### src/rtl/rsh_pkg.sv
// Constants, register map and carrier types for the reference switchover block
package rsh_pkg;

  // Register byte offsets
  localparam logic [9:0] ADDR_DIV_A_LO  = 10'h010;
  localparam logic [9:0] ADDR_DIV_A_HI  = 10'h011;
  localparam logic [9:0] ADDR_DIV_B_LO  = 10'h012;
  localparam logic [9:0] ADDR_DIV_B_HI  = 10'h013;
  localparam logic [9:0] ADDR_RX_CFG    = 10'h01A;
  localparam logic [9:0] ADDR_LOOP_MISC = 10'h01C;
  localparam logic [9:0] ADDR_STATUS    = 10'h01F;
  localparam logic [9:0] ADDR_PWR_DOWN  = 10'h233;

  // Receiver configuration fields
  localparam int RX_OSC_CMOS = 0;
  localparam int RX_OSC_SEPD = 1;
  localparam int RX_A_SEPD   = 2;
  localparam int RX_B_SEPD   = 3;
  localparam int RX_A_CMOS   = 5;
  localparam int RX_B_CMOS   = 6;

  // Loop miscellaneous control fields
  localparam int MISC_AUTO    = 0;
  localparam int MISC_REVERT  = 1;
  localparam int MISC_MAN_SEL = 2;
  localparam int MISC_PIN_SEL = 3;
  localparam int MISC_CP_MID  = 6;
  localparam int MISC_INDEP   = 7;

  // Power-down control fields
  localparam int PD_LOOP = 2;

  // Reset values
  localparam logic [7:0] RST_REG8 = 8'h00;
  localparam logic [9:0] RST_DIV  = 10'h001;

  // Timing
  localparam longint unsigned CLK_HZ        = 64'd200_000_000;
  localparam longint unsigned LOOP_BW_HZ    = 64'd10;
  localparam longint unsigned LOCK_TAU_MULT = 64'd10;
  localparam longint unsigned LOCK_WAIT_CYC = LOCK_TAU_MULT * CLK_HZ / LOOP_BW_HZ;
  localparam logic [31:0]     MON_TIMEOUT_CYC = 32'h0010_0000;

  typedef enum logic [2:0] {
    ST_PRIMARY   = 3'h1,
    ST_SECONDARY = 3'h2,
    ST_HOLDOVER  = 3'h4
  } rsh_state_t;

  typedef struct packed {
    logic [9:0] addr;
    logic [7:0] wdata;
    logic       wr;
    logic       rd;
  } rsh_bus_t;

  typedef struct packed {
    logic       osc_cmos;
    logic       osc_diff_pd;
    logic       osc_se_pd;
    logic [1:0] ref_cmos;
    logic [1:0] ref_diff_pd;
    logic [1:0] ref_se_pd;
  } rsh_rx_t;

  typedef struct packed {
    logic holdover;
    logic present_b;
    logic present_a;
    logic active_b;
  } rsh_status_t;

endpackage : rsh_pkg

### src/rtl/rsh_ref_switch.sv
// Reference prescale, presence monitor, switchover and holdover control
//
// The implementer's own choices: the address map and the address-and-strobe port.
`timescale 1ns/10ps
`default_nettype none

// Functional notes
// RULE1 - CMOS mode bits 5 and 6 per reference
// RULE2 - Differential receiver off unless selected, loop up
// RULE3 - Single-ended buffer off: loop down, own, differential
// RULE4 - Secondary divider shares primary unless bit 7
// RULE5 - Oscillator receiver set by low two bits
// RULE6 - Oscillator receiver off while loop power-down
// RULE7 - Software keeps loop up when bypassing it
// RULE8 - Prescale ratio anywhere from 1 to 1023
// RULE9 - Monitor judges presence after prescale dividers
// RULE10 - Manual selection by register or pin
// RULE11 - Auto: primary lost, secondary present, switch
// RULE12 - Nonrevertive: stay on secondary after return
// RULE13 - Nonrevertive: secondary lost, go to primary
// RULE14 - Revertive: back to primary once it returns
// RULE15 - Both absent: enter holdover on VCXO
// RULE16 - Holdover tristates charge pump by default
// RULE17 - Leave holdover when reference returns, resync
// RULE18 - Bit 6 forces pump to mid-supply
// RULE19 - Lock wait is ten loop time constants
// RULE20 - Single present reference becomes active
// RULE21 - Status shows active, presence and holdover
// RULE22 - Presence synchronised before selection logic
module rsh_ref_switch #(
  parameter logic [31:0] MON_TIMEOUT = rsh_pkg::MON_TIMEOUT_CYC,
  parameter logic [31:0] LOCK_WAIT   = 32'(rsh_pkg::LOCK_WAIT_CYC)
) (
  // Clock and reset
  input  wire logic              i_clk,
  input  wire logic              i_nrst,
  // Register port
  input  wire rsh_pkg::rsh_bus_t i_bus,
  output logic [7:0]             o_rdata,
  // Reference clocks, index 0 primary
  input  wire logic [1:0]        i_ref,
  input  wire logic              i_ref_sel_pin,
  // Receiver controls
  output rsh_pkg::rsh_rx_t       o_rx,
  // Loop controls and status
  output rsh_pkg::rsh_status_t   o_status,
  output logic                   o_cp_tristate,
  output logic                   o_cp_midsupply,
  output logic                   o_resync,
  output logic                   o_lock_wait
);
  import rsh_pkg::*;

  logic [7:0]  rx_cfg;
  logic [7:0]  loop_misc;
  logic [7:0]  pwr_down;
  logic [9:0]  div_val [2];
  logic [1:0]  present;
  logic        loop_pd;
  logic        sel_s1;
  logic        sel_s2;
  logic        manual_sel;
  logic        changed;
  logic [31:0] lw_cnt;
  rsh_rx_t     next_rx;
  rsh_state_t  state;
  rsh_state_t  next_state;

  assign loop_pd = pwr_down[PD_LOOP];

  // Register writes
  always_ff @(posedge i_clk or negedge i_nrst) begin
    if (!i_nrst) begin
      rx_cfg     <= RST_REG8;
      loop_misc  <= RST_REG8;
      pwr_down   <= RST_REG8;
      div_val[0] <= RST_DIV;
      div_val[1] <= RST_DIV;
    end else if (i_bus.wr) begin
      case (i_bus.addr)
        ADDR_RX_CFG:    rx_cfg    <= i_bus.wdata;
        ADDR_LOOP_MISC: loop_misc <= i_bus.wdata;
        ADDR_PWR_DOWN:  pwr_down  <= i_bus.wdata;
        ADDR_DIV_A_LO:  div_val[0][7:0] <= i_bus.wdata;
        ADDR_DIV_A_HI:  div_val[0][9:8] <= i_bus.wdata[1:0];
        ADDR_DIV_B_LO:  div_val[1][7:0] <= i_bus.wdata;
        ADDR_DIV_B_HI:  div_val[1][9:8] <= i_bus.wdata[1:0];
        default: begin
        end
      endcase
    end
  end

  // Read data valid only in the cycle after the strobe
  always_ff @(posedge i_clk or negedge i_nrst) begin
    if (!i_nrst) begin
      o_rdata <= RST_REG8;
    end else if (i_bus.rd) begin
      case (i_bus.addr)
        ADDR_RX_CFG:    o_rdata <= rx_cfg;
        ADDR_LOOP_MISC: o_rdata <= loop_misc;
        ADDR_PWR_DOWN:  o_rdata <= pwr_down;
        ADDR_DIV_A_LO:  o_rdata <= div_val[0][7:0];
        ADDR_DIV_A_HI:  o_rdata <= {6'h00, div_val[0][9:8]};
        ADDR_DIV_B_LO:  o_rdata <= div_val[1][7:0];
        ADDR_DIV_B_HI:  o_rdata <= {6'h00, div_val[1][9:8]};
        ADDR_STATUS:    o_rdata <= {4'h0, o_status};
        default:        o_rdata <= RST_REG8;
      endcase
    end else begin
      o_rdata <= RST_REG8;
    end
  end

  // Receiver mode and power-down
  always_comb begin
    next_rx             = '0;
    next_rx.ref_cmos    = {rx_cfg[RX_B_CMOS], rx_cfg[RX_A_CMOS]}; // RULE1
    next_rx.ref_diff_pd = {2{loop_pd}} | next_rx.ref_cmos; // RULE2
    next_rx.ref_se_pd   = {2{loop_pd}} // RULE3
                        | {rx_cfg[RX_B_SEPD], rx_cfg[RX_A_SEPD]}
                        | ~next_rx.ref_cmos;
    next_rx.osc_cmos    = rx_cfg[RX_OSC_CMOS]; // RULE5
    next_rx.osc_diff_pd = loop_pd | next_rx.osc_cmos; // RULE6
    next_rx.osc_se_pd   = loop_pd | rx_cfg[RX_OSC_SEPD] | ~next_rx.osc_cmos; // RULE6
  end

  always_ff @(posedge i_clk or negedge i_nrst) begin
    if (!i_nrst) begin
      o_rx <= '0;
    end else begin
      o_rx <= next_rx;
    end
  end

  // Per-reference prescaler and presence monitor
  genvar g;
  for (g = 0; g < 2; g++) begin : g_ref
    logic        s1;
    logic        s2;
    logic        s3;
    logic        rise;
    logic        div_pulse;
    logic [9:0]  div_sel;
    logic [9:0]  lim;
    logic [9:0]  cnt;
    logic [31:0] mon;

    // Reference is asynchronous to i_clk
    always_ff @(posedge i_clk or negedge i_nrst) begin
      if (!i_nrst) begin
        s1 <= 1'b0;
        s2 <= 1'b0;
        s3 <= 1'b0;
      end else begin
        s1 <= i_ref[g]; // RULE22
        s2 <= s1;
        s3 <= s2;
      end
    end

    assign rise    = s2 & ~s3;
    assign div_sel = (g == 0 || !loop_misc[MISC_INDEP]) ? div_val[0] : div_val[g]; // RULE4
    // Zero is taken as divide by one
    assign lim     = (div_sel == 10'h000) ? 10'h000 : div_sel - 10'h001; // RULE8

    always_ff @(posedge i_clk or negedge i_nrst) begin
      if (!i_nrst) begin
        cnt       <= 10'h000;
        div_pulse <= 1'b0;
      end else begin
        div_pulse <= rise && (cnt >= lim);
        if (rise) begin
          cnt <= (cnt >= lim) ? 10'h000 : cnt + 10'h001; // RULE8
        end
      end
    end

    // Absent once no divided edge for MON_TIMEOUT cycles
    always_ff @(posedge i_clk or negedge i_nrst) begin
      if (!i_nrst) begin
        mon <= MON_TIMEOUT;
      end else if (loop_pd) begin
        mon <= MON_TIMEOUT;
      end else if (div_pulse) begin
        mon <= 32'h0000_0000; // RULE9
      end else if (mon != MON_TIMEOUT) begin
        mon <= mon + 32'h0000_0001;
      end
    end

    assign present[g] = (mon != MON_TIMEOUT); // RULE9
  end

  // Select pin synchroniser
  always_ff @(posedge i_clk or negedge i_nrst) begin
    if (!i_nrst) begin
      sel_s1 <= 1'b0;
      sel_s2 <= 1'b0;
    end else begin
      sel_s1 <= i_ref_sel_pin;
      sel_s2 <= sel_s1;
    end
  end

  assign manual_sel = loop_misc[MISC_PIN_SEL] ? sel_s2 : loop_misc[MISC_MAN_SEL]; // RULE10

  // Switchover decision
  always_comb begin
    next_state = state;
    if (present == 2'b00) begin
      next_state = ST_HOLDOVER; // RULE15
    end else if (!loop_misc[MISC_AUTO]) begin
      next_state = manual_sel ? ST_SECONDARY : ST_PRIMARY; // RULE10
    end else if (present == 2'b01) begin
      next_state = ST_PRIMARY; // RULE13 RULE20
    end else if (present == 2'b10) begin
      next_state = ST_SECONDARY; // RULE11 RULE20
    end else begin
      case (state)
        ST_PRIMARY: begin
          next_state = ST_PRIMARY;
        end
        ST_SECONDARY: begin
          // RULE12 RULE14
          next_state = loop_misc[MISC_REVERT] ? ST_PRIMARY : ST_SECONDARY;
        end
        ST_HOLDOVER: begin
          next_state = ST_PRIMARY; // RULE17
        end
        default: begin
          next_state = ST_PRIMARY;
        end
      endcase
    end
  end

  always_ff @(posedge i_clk or negedge i_nrst) begin
    if (!i_nrst) begin
      state <= ST_HOLDOVER;
    end else begin
      state <= next_state;
    end
  end

  // Charge pump follows the state it enters
  always_ff @(posedge i_clk or negedge i_nrst) begin
    if (!i_nrst) begin
      o_cp_tristate  <= 1'b1;
      o_cp_midsupply <= 1'b0;
    end else begin
      o_cp_tristate  <= (next_state == ST_HOLDOVER) && !loop_misc[MISC_CP_MID]; // RULE16
      o_cp_midsupply <= (next_state == ST_HOLDOVER) && loop_misc[MISC_CP_MID]; // RULE18
    end
  end

  // Any move onto a reference restarts the loop
  assign changed = (next_state != state) && (next_state != ST_HOLDOVER);

  always_ff @(posedge i_clk or negedge i_nrst) begin
    if (!i_nrst) begin
      o_resync <= 1'b0;
    end else begin
      o_resync <= changed; // RULE17
    end
  end

  always_ff @(posedge i_clk or negedge i_nrst) begin
    if (!i_nrst) begin
      lw_cnt <= 32'h0000_0000;
    end else if (changed) begin
      lw_cnt <= LOCK_WAIT; // RULE19
    end else if (state == ST_HOLDOVER) begin
      lw_cnt <= 32'h0000_0000;
    end else if (lw_cnt != 32'h0000_0000) begin
      lw_cnt <= lw_cnt - 32'h0000_0001;
    end
  end

  assign o_lock_wait = (lw_cnt != 32'h0000_0000);

  // Status is registered to keep it glitch free
  always_ff @(posedge i_clk or negedge i_nrst) begin
    if (!i_nrst) begin
      o_status <= '0;
    end else begin
      o_status.active_b  <= (next_state == ST_SECONDARY); // RULE21
      o_status.present_a <= present[0];
      o_status.present_b <= present[1];
      o_status.holdover  <= (next_state == ST_HOLDOVER);
    end
  end

  // Checks
  a_ref_cmos_mode: assert property (@(posedge i_clk) disable iff (!i_nrst) // RULE1
    o_rx.ref_cmos == $past({rx_cfg[RX_B_CMOS], rx_cfg[RX_A_CMOS]}))
    else $error("reference cmos mode mismatch");

  a_diff_rx_off: assert property (@(posedge i_clk) disable iff (!i_nrst) // RULE2
    $past(loop_pd) |-> (&o_rx.ref_diff_pd))
    else $error("differential receiver alive with loop down");

  a_se_buf_off: assert property (@(posedge i_clk) disable iff (!i_nrst) // RULE3
    $past(loop_pd) |-> (&o_rx.ref_se_pd))
    else $error("single-ended buffer alive with loop down");

  a_osc_rx_off: assert property (@(posedge i_clk) disable iff (!i_nrst) // RULE6
    loop_pd ##1 loop_pd |-> o_rx.osc_diff_pd && o_rx.osc_se_pd)
    else $error("oscillator receiver alive with loop down");

  a_holdover_entry: assert property (@(posedge i_clk) disable iff (!i_nrst) // RULE15
    present == 2'b00 |=> state == ST_HOLDOVER && o_status.holdover)
    else $error("no holdover with both references absent");

  a_cp_holdover: assert property (@(posedge i_clk) disable iff (!i_nrst) // RULE16
    state == ST_HOLDOVER |-> (o_cp_tristate ^ o_cp_midsupply))
    else $error("charge pump not parked in holdover");

  a_cp_mid_only: assert property (@(posedge i_clk) disable iff (!i_nrst) // RULE18
    o_cp_midsupply |-> state == ST_HOLDOVER && $past(loop_misc[MISC_CP_MID]))
    else $error("mid-supply outside holdover");

  a_auto_failover: assert property (@(posedge i_clk) disable iff (!i_nrst) // RULE11
    loop_misc[MISC_AUTO] && present == 2'b10 |=> state == ST_SECONDARY)
    else $error("no switch to secondary");

  a_nonrevert_stay: assert property (@(posedge i_clk) disable iff (!i_nrst) // RULE12
    state == ST_SECONDARY && loop_misc[MISC_AUTO] && !loop_misc[MISC_REVERT]
    && present == 2'b11 |=> state == ST_SECONDARY)
    else $error("nonrevertive mode left secondary");

  a_revert_back: assert property (@(posedge i_clk) disable iff (!i_nrst) // RULE14
    state == ST_SECONDARY && loop_misc[MISC_AUTO] && loop_misc[MISC_REVERT]
    && present[0] |=> state == ST_PRIMARY)
    else $error("revertive mode stayed on secondary");

  a_manual_select: assert property (@(posedge i_clk) disable iff (!i_nrst) // RULE10
    !loop_misc[MISC_AUTO] && present != 2'b00 |=>
    state == ($past(manual_sel) ? ST_SECONDARY : ST_PRIMARY))
    else $error("manual selection ignored");

  a_resync_wait: assert property (@(posedge i_clk) disable iff (!i_nrst) // RULE19
    o_resync |-> o_lock_wait && lw_cnt == LOCK_WAIT)
    else $error("lock wait not started on resync");

endmodule : rsh_ref_switch

`default_nettype wire

### config.mk
export PLATFORM = sky130hd
export DESIGN_NAME = rsh_ref_switch
export DESIGN_NICKNAME = d
export VERILOG_FILES = /design/src/rtl/rsh_pkg.sv /design/src/rtl/rsh_ref_switch.sv
export SDC_FILE = /design/constraint.sdc
export NUM_CORES = 1
export LEC_CHECK = 0
export ABC_AREA = 0
export ABC_CLOCK_PERIOD_IN_PS = 4600
export BUFFER_PORTS_ARGS = -buffer_cell sky130_fd_sc_hd__buf_4
export CAP_MARGIN = 20
export CORE_ASPECT_RATIO = 0.7
export CORE_UTILIZATION = 55
export CTS_BUF_LIST = sky130_fd_sc_hd__clkbuf_16
export CTS_CLUSTER_SIZE = 14
export DETAILED_ROUTE_END_ITERATION = 6
export HOLD_SLACK_MARGIN = 0.03
export PLACE_DENSITY = 0.73
export SLEW_MARGIN = 15
export SYNTH_ARGS = -nofsm -noshare
export SYNTH_HDL_FRONTEND = slang
export SYNTH_SLANG_ARGS = --single-unit
### constraint.sdc
create_clock -name i_clk -period 4.6 [get_ports i_clk]
set_input_delay 0.46 -clock i_clk [delete_from_list [all_inputs] [get_ports i_clk]]
set_output_delay 0.46 -clock i_clk [all_outputs]
set_load 0.02 [all_outputs]
==> results of run 1 <==
-- registers in the layout, summed over array words and instances, names as in the netlist, 2 cells and up --
name,count
g_ref.s2,2
o_status,4
pwr_down,8
loop_misc,8
state,3
lw_cnt,32
div_val,10
o_rx,9
g_ref.div_pulse,2
rx_cfg,8
g_ref.mon,64
g_ref.s3,2
g_ref.cnt,20
g_ref.s1,2
g_ref.div_sel,10
o_rdata,8
-- cell usage after synthesis (all sizes together), types with 4 or more instances --
library cell  instances  area (um2)
a31oi                 6        43.8
and3                 26         163
nor2b                 6        37.5
nand3b                5        37.5
nand2                79         297
inv                  16        60.1
dfstp                 6         158
nor3                 28         145
mux2                 47         529
o21ai                31         159
a21o                  4        30.0
nor4                 21         131
or3                  16         100
xnor2                44         385
a22oi                11        82.6
and2                 13        81.3
or4                   6        56.3
a21oi                34         170
nand2b                9        56.3
nor3b                 6        50.1
and4                 11        96.3
xor2                 57         499
ha                   31         388
a222oi                6        60.1
o21a                  6        45.0
nor2                126         475
nand4                19         119
or2                   9        56.3
clkbuf               25        95.1
nand3                39         195
nor4b                 7        67.6
buf                   4        18.8
dfrtp               191        4780
mux2i                14         140
-- cell type report --
| type | instances | area, um2 |
|---|---|---|
| multi-input combinational | 745 | 4950 |
| tap | 231 | 289 |
| clock inverter | 15 | 178 |
| sequential | 197 | 4940 |
| inverter | 16 | 60.1 |
| timing repair buffer | 56 | 439 |
| fill | 1422 | 6240 |
| clock buffer | 17 | 425 |
-- worst reg2reg max path, stage by stage (launching register included) --
cell,delay [ps]
dfrtp_1,790
mux2i_1,480
ha_1,220
nand3_1,50
or3_1,470
and2_1,210
ha_1,260
nand2b_1,90
a211oi_1,60
o21ai_0,170
o21ai_0,100
a21oi_1,350
and2_1,340
nor2_1,80
-- cells by family (layout without fill, tap and decap cells) --
kind of cell	count (synthesis)	after routing
AND/OR/NAND/NOR	430	430
flip-flops	197	197
AO/OA/AOI/OAI	122	122
XOR/XNOR	101	101
multiplexers	61	61
buffers and inverters	45	104
adder cells (fa/ha/maj)	31	31
-- layer usage --
layer | global-route usage, % | vias up | wire length, um
li1 | - | 3589 | -
met1 | 39.6 | 3664 | 11500
met2 | 34.5 | 192 | 8860
met3 | 4.98 | 23 | 1220
met4 | 6.05 | 0 | 240
met5 | 0 | - | 0
-- report_power, final --
part	leakage, nW	switching, mW	internal, mW
registers	2.58	0.182	1.89
clock network	0.291	0.746	0.784
logic	2.22	0.442	0.336
total	5.09	1.37	3.01
-- final timing paths --
path	start	to
setup / recovery	loop_misc[7]$_DFFE_PN0P_	g_ref[1].cnt[7]$_DFFE_PN0P_
hold / removal	i_ref[1]	g_ref[1].s1$_DFF_PN0_
setup reg to reg	loop_misc[7]$_DFFE_PN0P_	g_ref[1].cnt[7]$_DFFE_PN0P_
hold reg to reg	sel_s1$_DFF_PN0_	sel_s2$_DFF_PN0_
max in group asynchronous	i_nrst	o_cp_tristate$_DFF_PN1_
min in group asynchronous	i_nrst	g_ref[0].cnt[3]$_DFFE_PN0P_
-- metrics by stage --
step           total power [mW]  utilization, %  setup slack, ps  std cells
6_report                   4.38            64.4              809       1277
3_3_place_gp               2.84            60.9             1070       1245
4_1_cts                    4.41            64.4              856       1277
5_1_grt                    4.62            64.4              506       1277
2_1_floorplan              2.64               -             1060        987
3_5_place_dp               2.87            60.9              870       1245
==> run_results.csv, run 1 <==
group,metric,value,unit
outcome,outcome,"finished, final reports clean",
sta,hold_slack,115,ps
setup_path,cp-start-kind,"register",
clocking,holdBufCountCts,0,
layout,drive_gt1_share,15.5,%
detailed_routing,ant_nets,0,
sta,rsz0062_at_grt,"false",
detailed_routing,drtIter0Drc,589,
sta,hold_violations,0,
synth,syn-instance-count,987,
clocking,cts_resized,0,
synth,synth-seq-cells,197,
die,core_area,17500,um2
setup_path,max_stage_delay,790,ps
sta,fin_crit_sh,82.4,%
synth,synth_fa_ha_area_share,3.86,%
clocking,cts_tree,"built",
min_path,holdPathStages,1,
synth,synth-edff-count,0,
synth,syn_nets,1043,
synth,yosysWarnings,0,
layout,diodes,0,
detailed_routing,via_per_inst,5.85,
synth,synth_xor_area_share,8.80,%
power_and_ir_drop,p_leak,5.09,nW
setup_path,crit_path_end_kind,"register",
grt,grt_overflow,0,
synth,synthFlopType,"dfrtp_1",
synth,synth_compound_area_share,7.93,%
setup_path,cp.depth,13,
grt,grt_max_degree,112,
synth,synth_area,10100,um2
clocking,clock-root-buffer,"clkbuf_16",
sta,maxSlewViolCount,0,
sta,setup_viol,0,
clocking,clock_latency,440,ps
synth,syn_avg_cell_area,10.2,um2
die,die_width,164,um
detailed_routing,wl_per_cell,17.1,um
clocking,cts_sinks,197,
clocking,cts_buffers,17,
setup_path,r2r_slack,810,ps
detailed_routing,drc,0,
place,placed_area,10700,um2
die,dieArea,18800,um2
clocking,clockBufferDepth,2,
sta,slew_headroom,33.1,%
min_path,hp-class,"in -> reg",
place,place_congestion,0.890,
synth,synth_simple_gate_area_share,21.9,%
synth,ys_types,70,
setup_path,crit_chain,"mux2i_1 > ha_1 > nand3_1 > or3_1 > and2_1 > ha_1 > nand2b_1 > a211oi_1 > o21ai_0 > o21ai_0 > a21oi_1 > and2_1 > nor2_1",
layout,final_nets,1089,
grt,grt_pass1_wl,36.6,mm
sta,tns,0,ps
clocking,htreeDepth,4,
sta,fmax,264,MHz
die,dieHeight,115,um
layout,final_cell_mix,"dfrtp_1, nor2_1, nand2_1",
sta,finClkSkew,11.8,ps
setup_path,crit_required,4920,ps
synth,yosysSeqAreaShare,49.1,%
synth,synth_mux_area_share,6.66,%
power_and_ir_drop,peakVddDrop,374,uV
grt,grt_pass1_vias,7060,
layout,synthToLayoutAreaGrowth,12.2,%
power_and_ir_drop,p_per_area,389,nW/um2
clocking,clk_pin_slew,80,ps
grt,antenna_found_initial,0,
setup_path,critical_path_arrival,4110,ps
detailed_routing,vias,7468,
die,num_io_pins,50,
die,initial_core_util,57.4,%
setup_path,critPathTopFamily,"simple AND/OR/NAND/NOR gates",
place,dp_hpwl,15.1,mm
detailed_routing,firstDrtPassIters,5,
detailed_routing,routed_wl,21.8,mm
synth,synth-async-reset-ratio,100,%
layout,fin_area,11300,um2
setup_path,worst_r2r_path_depth,13,
sta,period_needed,3790,ps
clocking,post_cts_buffers,0,
place,io_buffers,49,
job,max_cap_violations,0,
setup_path,crit_fanout,17,
setup_path,slowest_stage,"dfrtp_1",
die,rows,40,
synth,synth_top_family_by_area,"simple AND/OR/NAND/NOR gates",
layout,mostFrequentLayoutCell,"dfrtp_1",
sta,worstMarginPinSlew,1000,ps
grt,track_usage,24.9,%
setup_path,worst-path-buf-inv,0,
setup_path,path_class,"reg -> reg",
No activity file was read; power rests on OpenSTA's default activity.
==> run 2: changes to the inputs <==
--- a/config.mk
+++ b/config.mk
@@ -5,8 +5,8 @@
 export SDC_FILE = /design/constraint.sdc
 export NUM_CORES = 1
 export LEC_CHECK = 0
-export ABC_AREA = 0
-export ABC_CLOCK_PERIOD_IN_PS = 4600
+export ABC_AREA = 1
+export ABC_CLOCK_PERIOD_IN_PS = 3600
 export BUFFER_PORTS_ARGS = -buffer_cell sky130_fd_sc_hd__buf_4
 export CAP_MARGIN = 20
 export CORE_ASPECT_RATIO = 0.7
@@ -15,7 +15,7 @@
 export CTS_CLUSTER_SIZE = 14
 export DETAILED_ROUTE_END_ITERATION = 6
 export HOLD_SLACK_MARGIN = 0.03
-export PLACE_DENSITY = 0.73
+export PLACE_DENSITY = 0.72
 export SLEW_MARGIN = 15
 export SYNTH_ARGS = -nofsm -noshare
 export SYNTH_HDL_FRONTEND = slang
==> constraint.sdc (replaced) <==
create_clock -name i_clk -period 3.6 [get_ports i_clk]
set_input_delay 0.36 -clock i_clk [delete_from_list [all_inputs] [get_ports i_clk]]
set_output_delay 0.36 -clock i_clk [all_outputs]
set_load 0.02 [all_outputs]
==> run 2 against run 1 <==
The run now ends with negative hold slack left. Maximum frequency increased by 15%. Utilization fell by 1.8 points. First-iteration DRC count grew 26%. Die area increased by 11%. Via count grew 29%. Global-route usage increased by 1.6 points. Non-clock buffer count rose by 10. Critical endpoint is now g_ref[1].cnt[6]$_DFFE_PN0P_. Largest cell class unchanged.
==> run_results.csv, run 2 <==
group,metric,value,unit
job,max_cap_violations,0,
setup_path,max_stage_delay,470,ps
detailed_routing,ant_nets,0,
sta,finClkSkew,14.9,ps
synth,synth_mux_area_share,0,%
synth,synthFlopType,"dfrtp_1",
clocking,htreeDepth,4,
place,placed_area,11800,um2
synth,syn_nets,1494,
sta,hold_slack,-10.2,ps
clocking,clockBufferDepth,2,
synth,yosysMostFrequentCell,"nand2_1",
place,dp_hpwl,19.2,mm
clocking,cts_sinks,197,
layout,fin_area,12400,um2
die,core_area,19900,um2
grt,grt_pass1_vias,8635,
detailed_routing,vias,9640,
setup_path,crit_path_end_kind,"register",
place,io_buffers,49,
layout,final_cell_mix,"nand2_1, nor2_1, dfrtp_1",
sta,rsz0062_at_grt,"false",
synth,synth-async-reset-ratio,100,%
synth,synth-seq-cells,197,
layout,mostFrequentLayoutCell,"nand2_1",
detailed_routing,wl_per_cell,14.7,um
outcome,violations,"negative hold slack",
grt,grt_pass1_wl,43.2,mm
synth,synth_fa_ha_area_share,3.48,%
layout,largest_register_ffs,64,
setup_path,cp.depth,16,
synth,synth_compound_area_share,11.0,%
sta,period_needed,3280,ps
setup_path,r2r_start,"loop_misc[7]$_DFFE_PN0P_",
layout,largest_registers,"g_ref.mon x64, lw_cnt x32, g_ref.cnt x20",
power_and_ir_drop,p_leak,5.97,nW
sta,tns,0,ps
detailed_routing,firstDrtPassIters,5,
min_path,hp-class,"in -> async",
sta,worstMarginPinSlew,900,ps
setup_path,critPathTopFamily,"simple AND/OR/NAND/NOR gates",
detailed_routing,routed_wl,26.3,mm
synth,yosysSeqAreaShare,44.3,%
layout,top_register,"g_ref.mon",
layout,final_nets,1558,
clocking,cts_tree,"built",
power_and_ir_drop,power,5.71,mW
setup_path,path_class,"reg -> reg",
outcome,outcome,"complete, but fails checks",
setup_path,r2r_slack,320,ps
sta,fmax,305,MHz
die,rows,43,
setup_path,cp_common_cell,"a21oi_1",
setup_path,crit_required,3960,ps
sta,slew_headroom,40.0,%
grt,antenna_found_initial,0,
die,num_io_pins,50,
layout,synthToLayoutAreaGrowth,11.4,%
synth,synth-edff-count,0,
grt,grt_overflow,0,
grt,track_usage,26.5,%
synth,ys_types,46,
clocking,clock-root-buffer,"clkbuf_16",
die,initial_core_util,56.2,%
layout,fin_util,62.6,%
clocking,cts_buffers,17,
clocking,clk_pin_slew,70,ps
sta,maxSlewViolCount,0,
layout,diodes,0,
synth,yosysWarnings,0,
die,dieArea,20900,um2
detailed_routing,drc,0,
detailed_routing,drtIter0Drc,741,
setup_path,r2r-end,"g_ref[1].cnt[6]$_DFFE_PN0P_",
synth,synth_simple_gate_area_share,30.4,%
sta,setup_viol,0,
setup_path,crit_path_end,"g_ref[1].cnt[6]$_DFFE_PN0P_",
sta,fin_crit_sh,91.2,%
die,die_width,172,um
detailed_routing,via_per_inst,5.40,
synth,synth_top_family_by_area,"simple AND/OR/NAND/NOR gates",
setup_path,cp-start-kind,"register",
setup_path,crit_chain,"clkinvlp_4 > or2_1 > o21ai_0 > inv_1 > nor4_4 > buf_4 > a21oi_1 > o21ai_1 > ha_1 > a21oi_1 > o21ai_0 > a21oi_1 > nand3_1 > nand2_1 > inv_1 > nor3_1",
synth,synthTopCellsByArea,"dfrtp_1, nand2_1, nor2_1",
setup_path,critical_path_arrival,3640,ps
synth,synth_top_area_share,42.9,%
power_and_ir_drop,peakVddDrop,340,uV
synth,synth_area,11200,um2
power_and_ir_drop,p_per_area,460,nW/um2
synth,netlist_top_cells_count,"nand2_1, nor2_1, dfrtp_1, inv_1, o21ai_0",
place,place_congestion,0.924,
setup_path,startpoint,"loop_misc[7]$_DFFE_PN0P_",
synth,syn-instance-count,1438,
synth,synth_xor_area_share,2.98,%
setup_path,worst-path-buf-inv,4,
setup_path,slowest_stage,"dfrtp_2",
die,dieHeight,121,um
grt,grt_max_degree,109,
setup_path,worst_r2r_path_depth,16,
clocking,clock_latency,450,ps
synth,synth_area_leader_cell,"dfrtp_1",
sta,hold_violations,5,
setup_path,crit_fanout,10,
synth,syn_avg_cell_area,7.76,um2
layout,drive_gt1_share,14.4,%
[run 2: cell count changes after synthesis, sizes merged, moves of 26 or more]
| cell | before | now |
|---|---|---|
| xnor2 | 44 | 7 |
| nor2 | 126 | 218 |
| mux2 | 47 | 0 |
| xor2 | 57 | 31 |
| nand3 | 39 | 72 |
| a21oi | 34 | 82 |
| inv | 16 | 199 |
| o21ai | 31 | 99 |
| and3 | 26 | 0 |
| nand2 | 79 | 316 |
[run 2: report_power, final]
group	leakage [nW]	total (mW)	switching [mW]	internal (mW)
Clock	0.251	1.74	0.860	0.876
Combinational	3.14	1.37	0.858	0.509
Sequential	2.57	2.61	0.195	2.42
Total	5.97	5.71	1.91	3.80
[run 2: worst min path at each step]
| stage | startpoint | end | cells past startpoint |
|---|---|---|---|
| after floorplan | i_nrst | div_val[1]$_DFFE_PN0P_ | 0 |
| after global placement | sel_s1$_DFF_PN0_ | sel_s2$_DFF_PN0_ | 0 |
| after detailed placement | sel_s1$_DFF_PN0_ | sel_s2$_DFF_PN0_ | 0 |
| after CTS | i_nrst | g_ref[0].mon[6]$_DFFE_PN0P_ | 1 |
| after global routing | i_nrst | g_ref[0].mon[6]$_DFFE_PN0P_ | 1 |
| final | i_nrst | g_ref[0].mon[4]$_DFFE_PN0P_ | 1 |
[run 2: repair_timing]
action / CTS / global route
setup endpoints to repair: 0 / 9
resized for setup: 0 / 3
buffers inserted: 0 / 5
hold endpoints to repair: 3 / 0
hold buffers: 3 / 0
[run 2: routing by layer]
| layer | up-vias | routed length (um) | track usage, % |
|---|---|---|---|
| li1 | 4816 | - | - |
| met1 | 4532 | 13000 | 40.1 |
| met2 | 265 | 11400 | 38.8 |
| met3 | 27 | 1560 | 5.09 |
| met4 | 0 | 346 | 6.53 |
| met5 | - | 0 | 0 |
[run 2: per-stage QoR]
| stage | worst slack [ps] | std cells |
|---|---|---|
| global route | 0.383 | 1784 |
| global placement | 420 | 1745 |
| floorplan | 880 | 1438 |
| CTS | 183 | 1779 |
| detailed placement | 251 | 1745 |
| finish | 317 | 1784 |
[run 2: kinds of logic (layout without fill, tap and decap cells)]
| kind of cell | Yosys count | in the layout |
|---|---|---|
| adders and majority gates | 31 | 31 |
| xor gates and xnor gates | 38 | 38 |
| DFF | 197 | 197 |
| and+or+nand+nor | 733 | 733 |
| buffers and inverters | 223 | 299 |
| AOI/OAI and AO/OA | 216 | 216 |
[run 2: layout make-up]
class                   count  area (um2)
fillers                  1755        7430
multi-input cells        1018        5340
flip-flops and latches    197        4940
inverters                 202         762
repair buffers             66         522
clock buffers              17         425
well taps                 270         338
clock inverters            14        95.1
==> run 3: changes to the inputs <==
==> constraint.sdc (replaced) <==
create_clock -name i_clk -period 3.6 [get_ports i_clk]
set_input_delay 0.72 -clock i_clk [delete_from_list [all_inputs] [get_ports i_clk]]
set_output_delay 0.72 -clock i_clk [all_outputs]
set_load 0.02 [all_outputs]
==> run 3 against run 2 <==
The flow now finishes without violations. Global-route usage rose by 0.88 points. Sequential cell count did not move. Worst hold slack improved by 330 ps. Utilization increased by 0.088 points. Worst setup slack got worse by 11 ps. Clock power grew 8%. Clock skew shrank 4.2 ps. Count of clock-buffer cells in the layout stayed put.
==> run_results.csv, run 3 (synthesis gave the netlist of run 2 again) <==
group,metric,value,unit
sta,setup_viol,0,
sta,slew_headroom,45.4,%
layout,final_nets,1555,
setup_path,crit_path_end_kind,"register",
detailed_routing,drc,0,
die,core_area,19900,um2
detailed_routing,via_per_inst,5.43,
detailed_routing,drtIter0Drc,814,
layout,mostFrequentLayoutCell,"nand2_1",
setup_path,crit_required,3920,ps
place,io_buffers,49,
die,initial_core_util,56.2,%
layout,final_cell_mix,"nand2_1, nor2_1, dfrtp_1",
clocking,clock_latency,450,ps
detailed_routing,firstDrtPassIters,5,
setup_path,critical_path_arrival,3620,ps
detailed_routing,vias,9670,
clocking,clk_pin_slew,70,ps
clocking,htreeDepth,4,
die,die_width,172,um
clocking,clock-root-buffer,"clkbuf_16",
power_and_ir_drop,peakVddDrop,408,uV
min_path,hp-class,"in -> async",
power_and_ir_drop,p_leak,5.98,nW
job,max_cap_violations,0,
layout,diodes,0,
grt,grt_use_met2,40.0,%
sta,maxSlewViolCount,0,
setup_path,cp-start-kind,"register",
place,dp_hpwl,19.6,mm
detailed_routing,wl_per_cell,15.0,um
sta,hold_violations,0,
sta,period_needed,3290,ps
setup_path,max_stage_delay,450,ps
die,num_io_pins,50,
grt,antenna_found_initial,0,
setup_path,path_class,"reg -> reg",
power_and_ir_drop,power,5.87,mW
setup_path,crit_fanout,12,
layout,top_register,"g_ref.mon",
power_and_ir_drop,p_per_area,472,nW/um2
die,rows,43,
clocking,cts_buffers,17,
grt,met3_usage,4.86,%
sta,fin_crit_sh,91.5,%
clocking,cts_tree,"built",
sta,tns,0,ps
die,dieArea,20900,um2
layout,synthToLayoutAreaGrowth,11.5,%
setup_path,crit_chain,"inv_1 > or2_2 > o21ai_0 > nand2_1 > nor4_4 > buf_4 > a21oi_1 > o21ai_0 > ha_1 > nand2_1 > nor4_1 > nand3_1 > nand3_1 > nand2_1 > inv_2 > nor3_1",
detailed_routing,ant_nets,0,
sta,worstMarginPinSlew,816,ps
sta,finClkSkew,10.8,ps
grt,grt_max_degree,86,
grt,grt_pass1_wl,44.4,mm
clocking,cts_sinks,197,
setup_path,slowest_stage,"dfrtp_2",
grt,grt_pass1_vias,8862,
detailed_routing,routed_wl,26.8,mm
layout,largest_registers,"g_ref.mon x64, lw_cnt x32, g_ref.cnt x20",
layout,drive_gt1_share,14.6,%
grt,grt_overflow,0,
clocking,clockBufferDepth,2,
layout,largest_register_ffs,64,
sta,fmax,304,MHz
grt,busiest_layer,"met1",
outcome,outcome,"finished, final reports clean",
die,dieHeight,121,um
sta,hold_slack,319,ps
setup_path,cp_common_cell,"nand2_1",
place,place_congestion,0.921,
grt,gr-usage-met1,41.6,%
grt,track_usage,27.4,%
layout,fin_util,62.6,%
## run 3: cell types whose count changed in the layout (fill, tap and decap cells not counted), moves of 2 or more
cell,before,now
inv_6,1,6
dlygate4sd3_1,3,0
inv_1,180,178
clkinvlp_4,6,1
## run 3: worst paths after layout
check,cells past startpoint,startpoint,slack [ps],endpoint
setup / recovery,16,loop_misc[7]$_DFFE_PN0P_,310,g_ref[1].cnt[6]$_DFFE_PN0P_
min in group i_clk,0,sel_s1$_DFF_PN0_,350,sel_s2$_DFF_PN0_
hold reg to reg,0,sel_s1$_DFF_PN0_,350,sel_s2$_DFF_PN0_
hold / removal,1,i_nrst,320,g_ref[0].cnt[4]$_DFFE_PN0P_
max in group asynchronous,2,i_nrst,2400,g_ref[0].div_sel[0]$_DFFE_PN1P_
setup reg to reg,16,loop_misc[7]$_DFFE_PN0P_,310,g_ref[1].cnt[6]$_DFFE_PN0P_
## run 3: area by class of cell
type                            count  area, um2
Inverter                          202        758
Fill cell                        1729       7420
Clock inverter                     15        146
Multi-Input combinational cell   1018       5340
Timing Repair Buffer               63        492
Sequential cell                   197       4940
Tap cell                          270        338
Clock buffer                       17        425
## run 3: worst max-delay path: cells and delay by family (launching register included)
| family | cells | cell delay [ps] |
|---|---|---|
| adder cells (fa/ha/maj) | 1 | 160 |
| buffers and inverters | 3 | 490 |
| AO/OA/AOI/OAI | 3 | 300 |
| AND/OR/NAND/NOR | 9 | 1780 |
| flip-flops | 1 | 450 |
## run 3: stage by stage
stage	std cells	cell area, um2	setup slack (ps)
final	1782	12400	306
after global routing	1782	12400	-9.23
after CTS	1779	12400	251
after detailed placement	1747	11800	289
after global placement	1747	11800	448
after floorplan	1438	11200	880
## run 3: power breakdown
part           leakage [nW]  internal [mW]  switching (mW)
logic                  3.13          0.508           0.873
clock network         0.281          0.973           0.905
registers              2.57           2.42           0.196
total                  5.98           3.90            1.97
## run 3: timing repair
| action | CTS | global route |
|---|---|---|
| hold buffers | 0 | 0 |
| buffers inserted | 0 | 3 |
| resized for setup | 0 | 2 |
| endpoints found under the setup margin | 0 | 8 |
| hold endpoints to repair | 0 | 0 |
## run 3: routing by layer
layer / up-vias / part of all wire [%]
li1: 4818 / -
met3: 33 / 6.2
met2: 297 / 44
met5: - / 0
met1: 4522 / 49
met4: 0 / 1.4
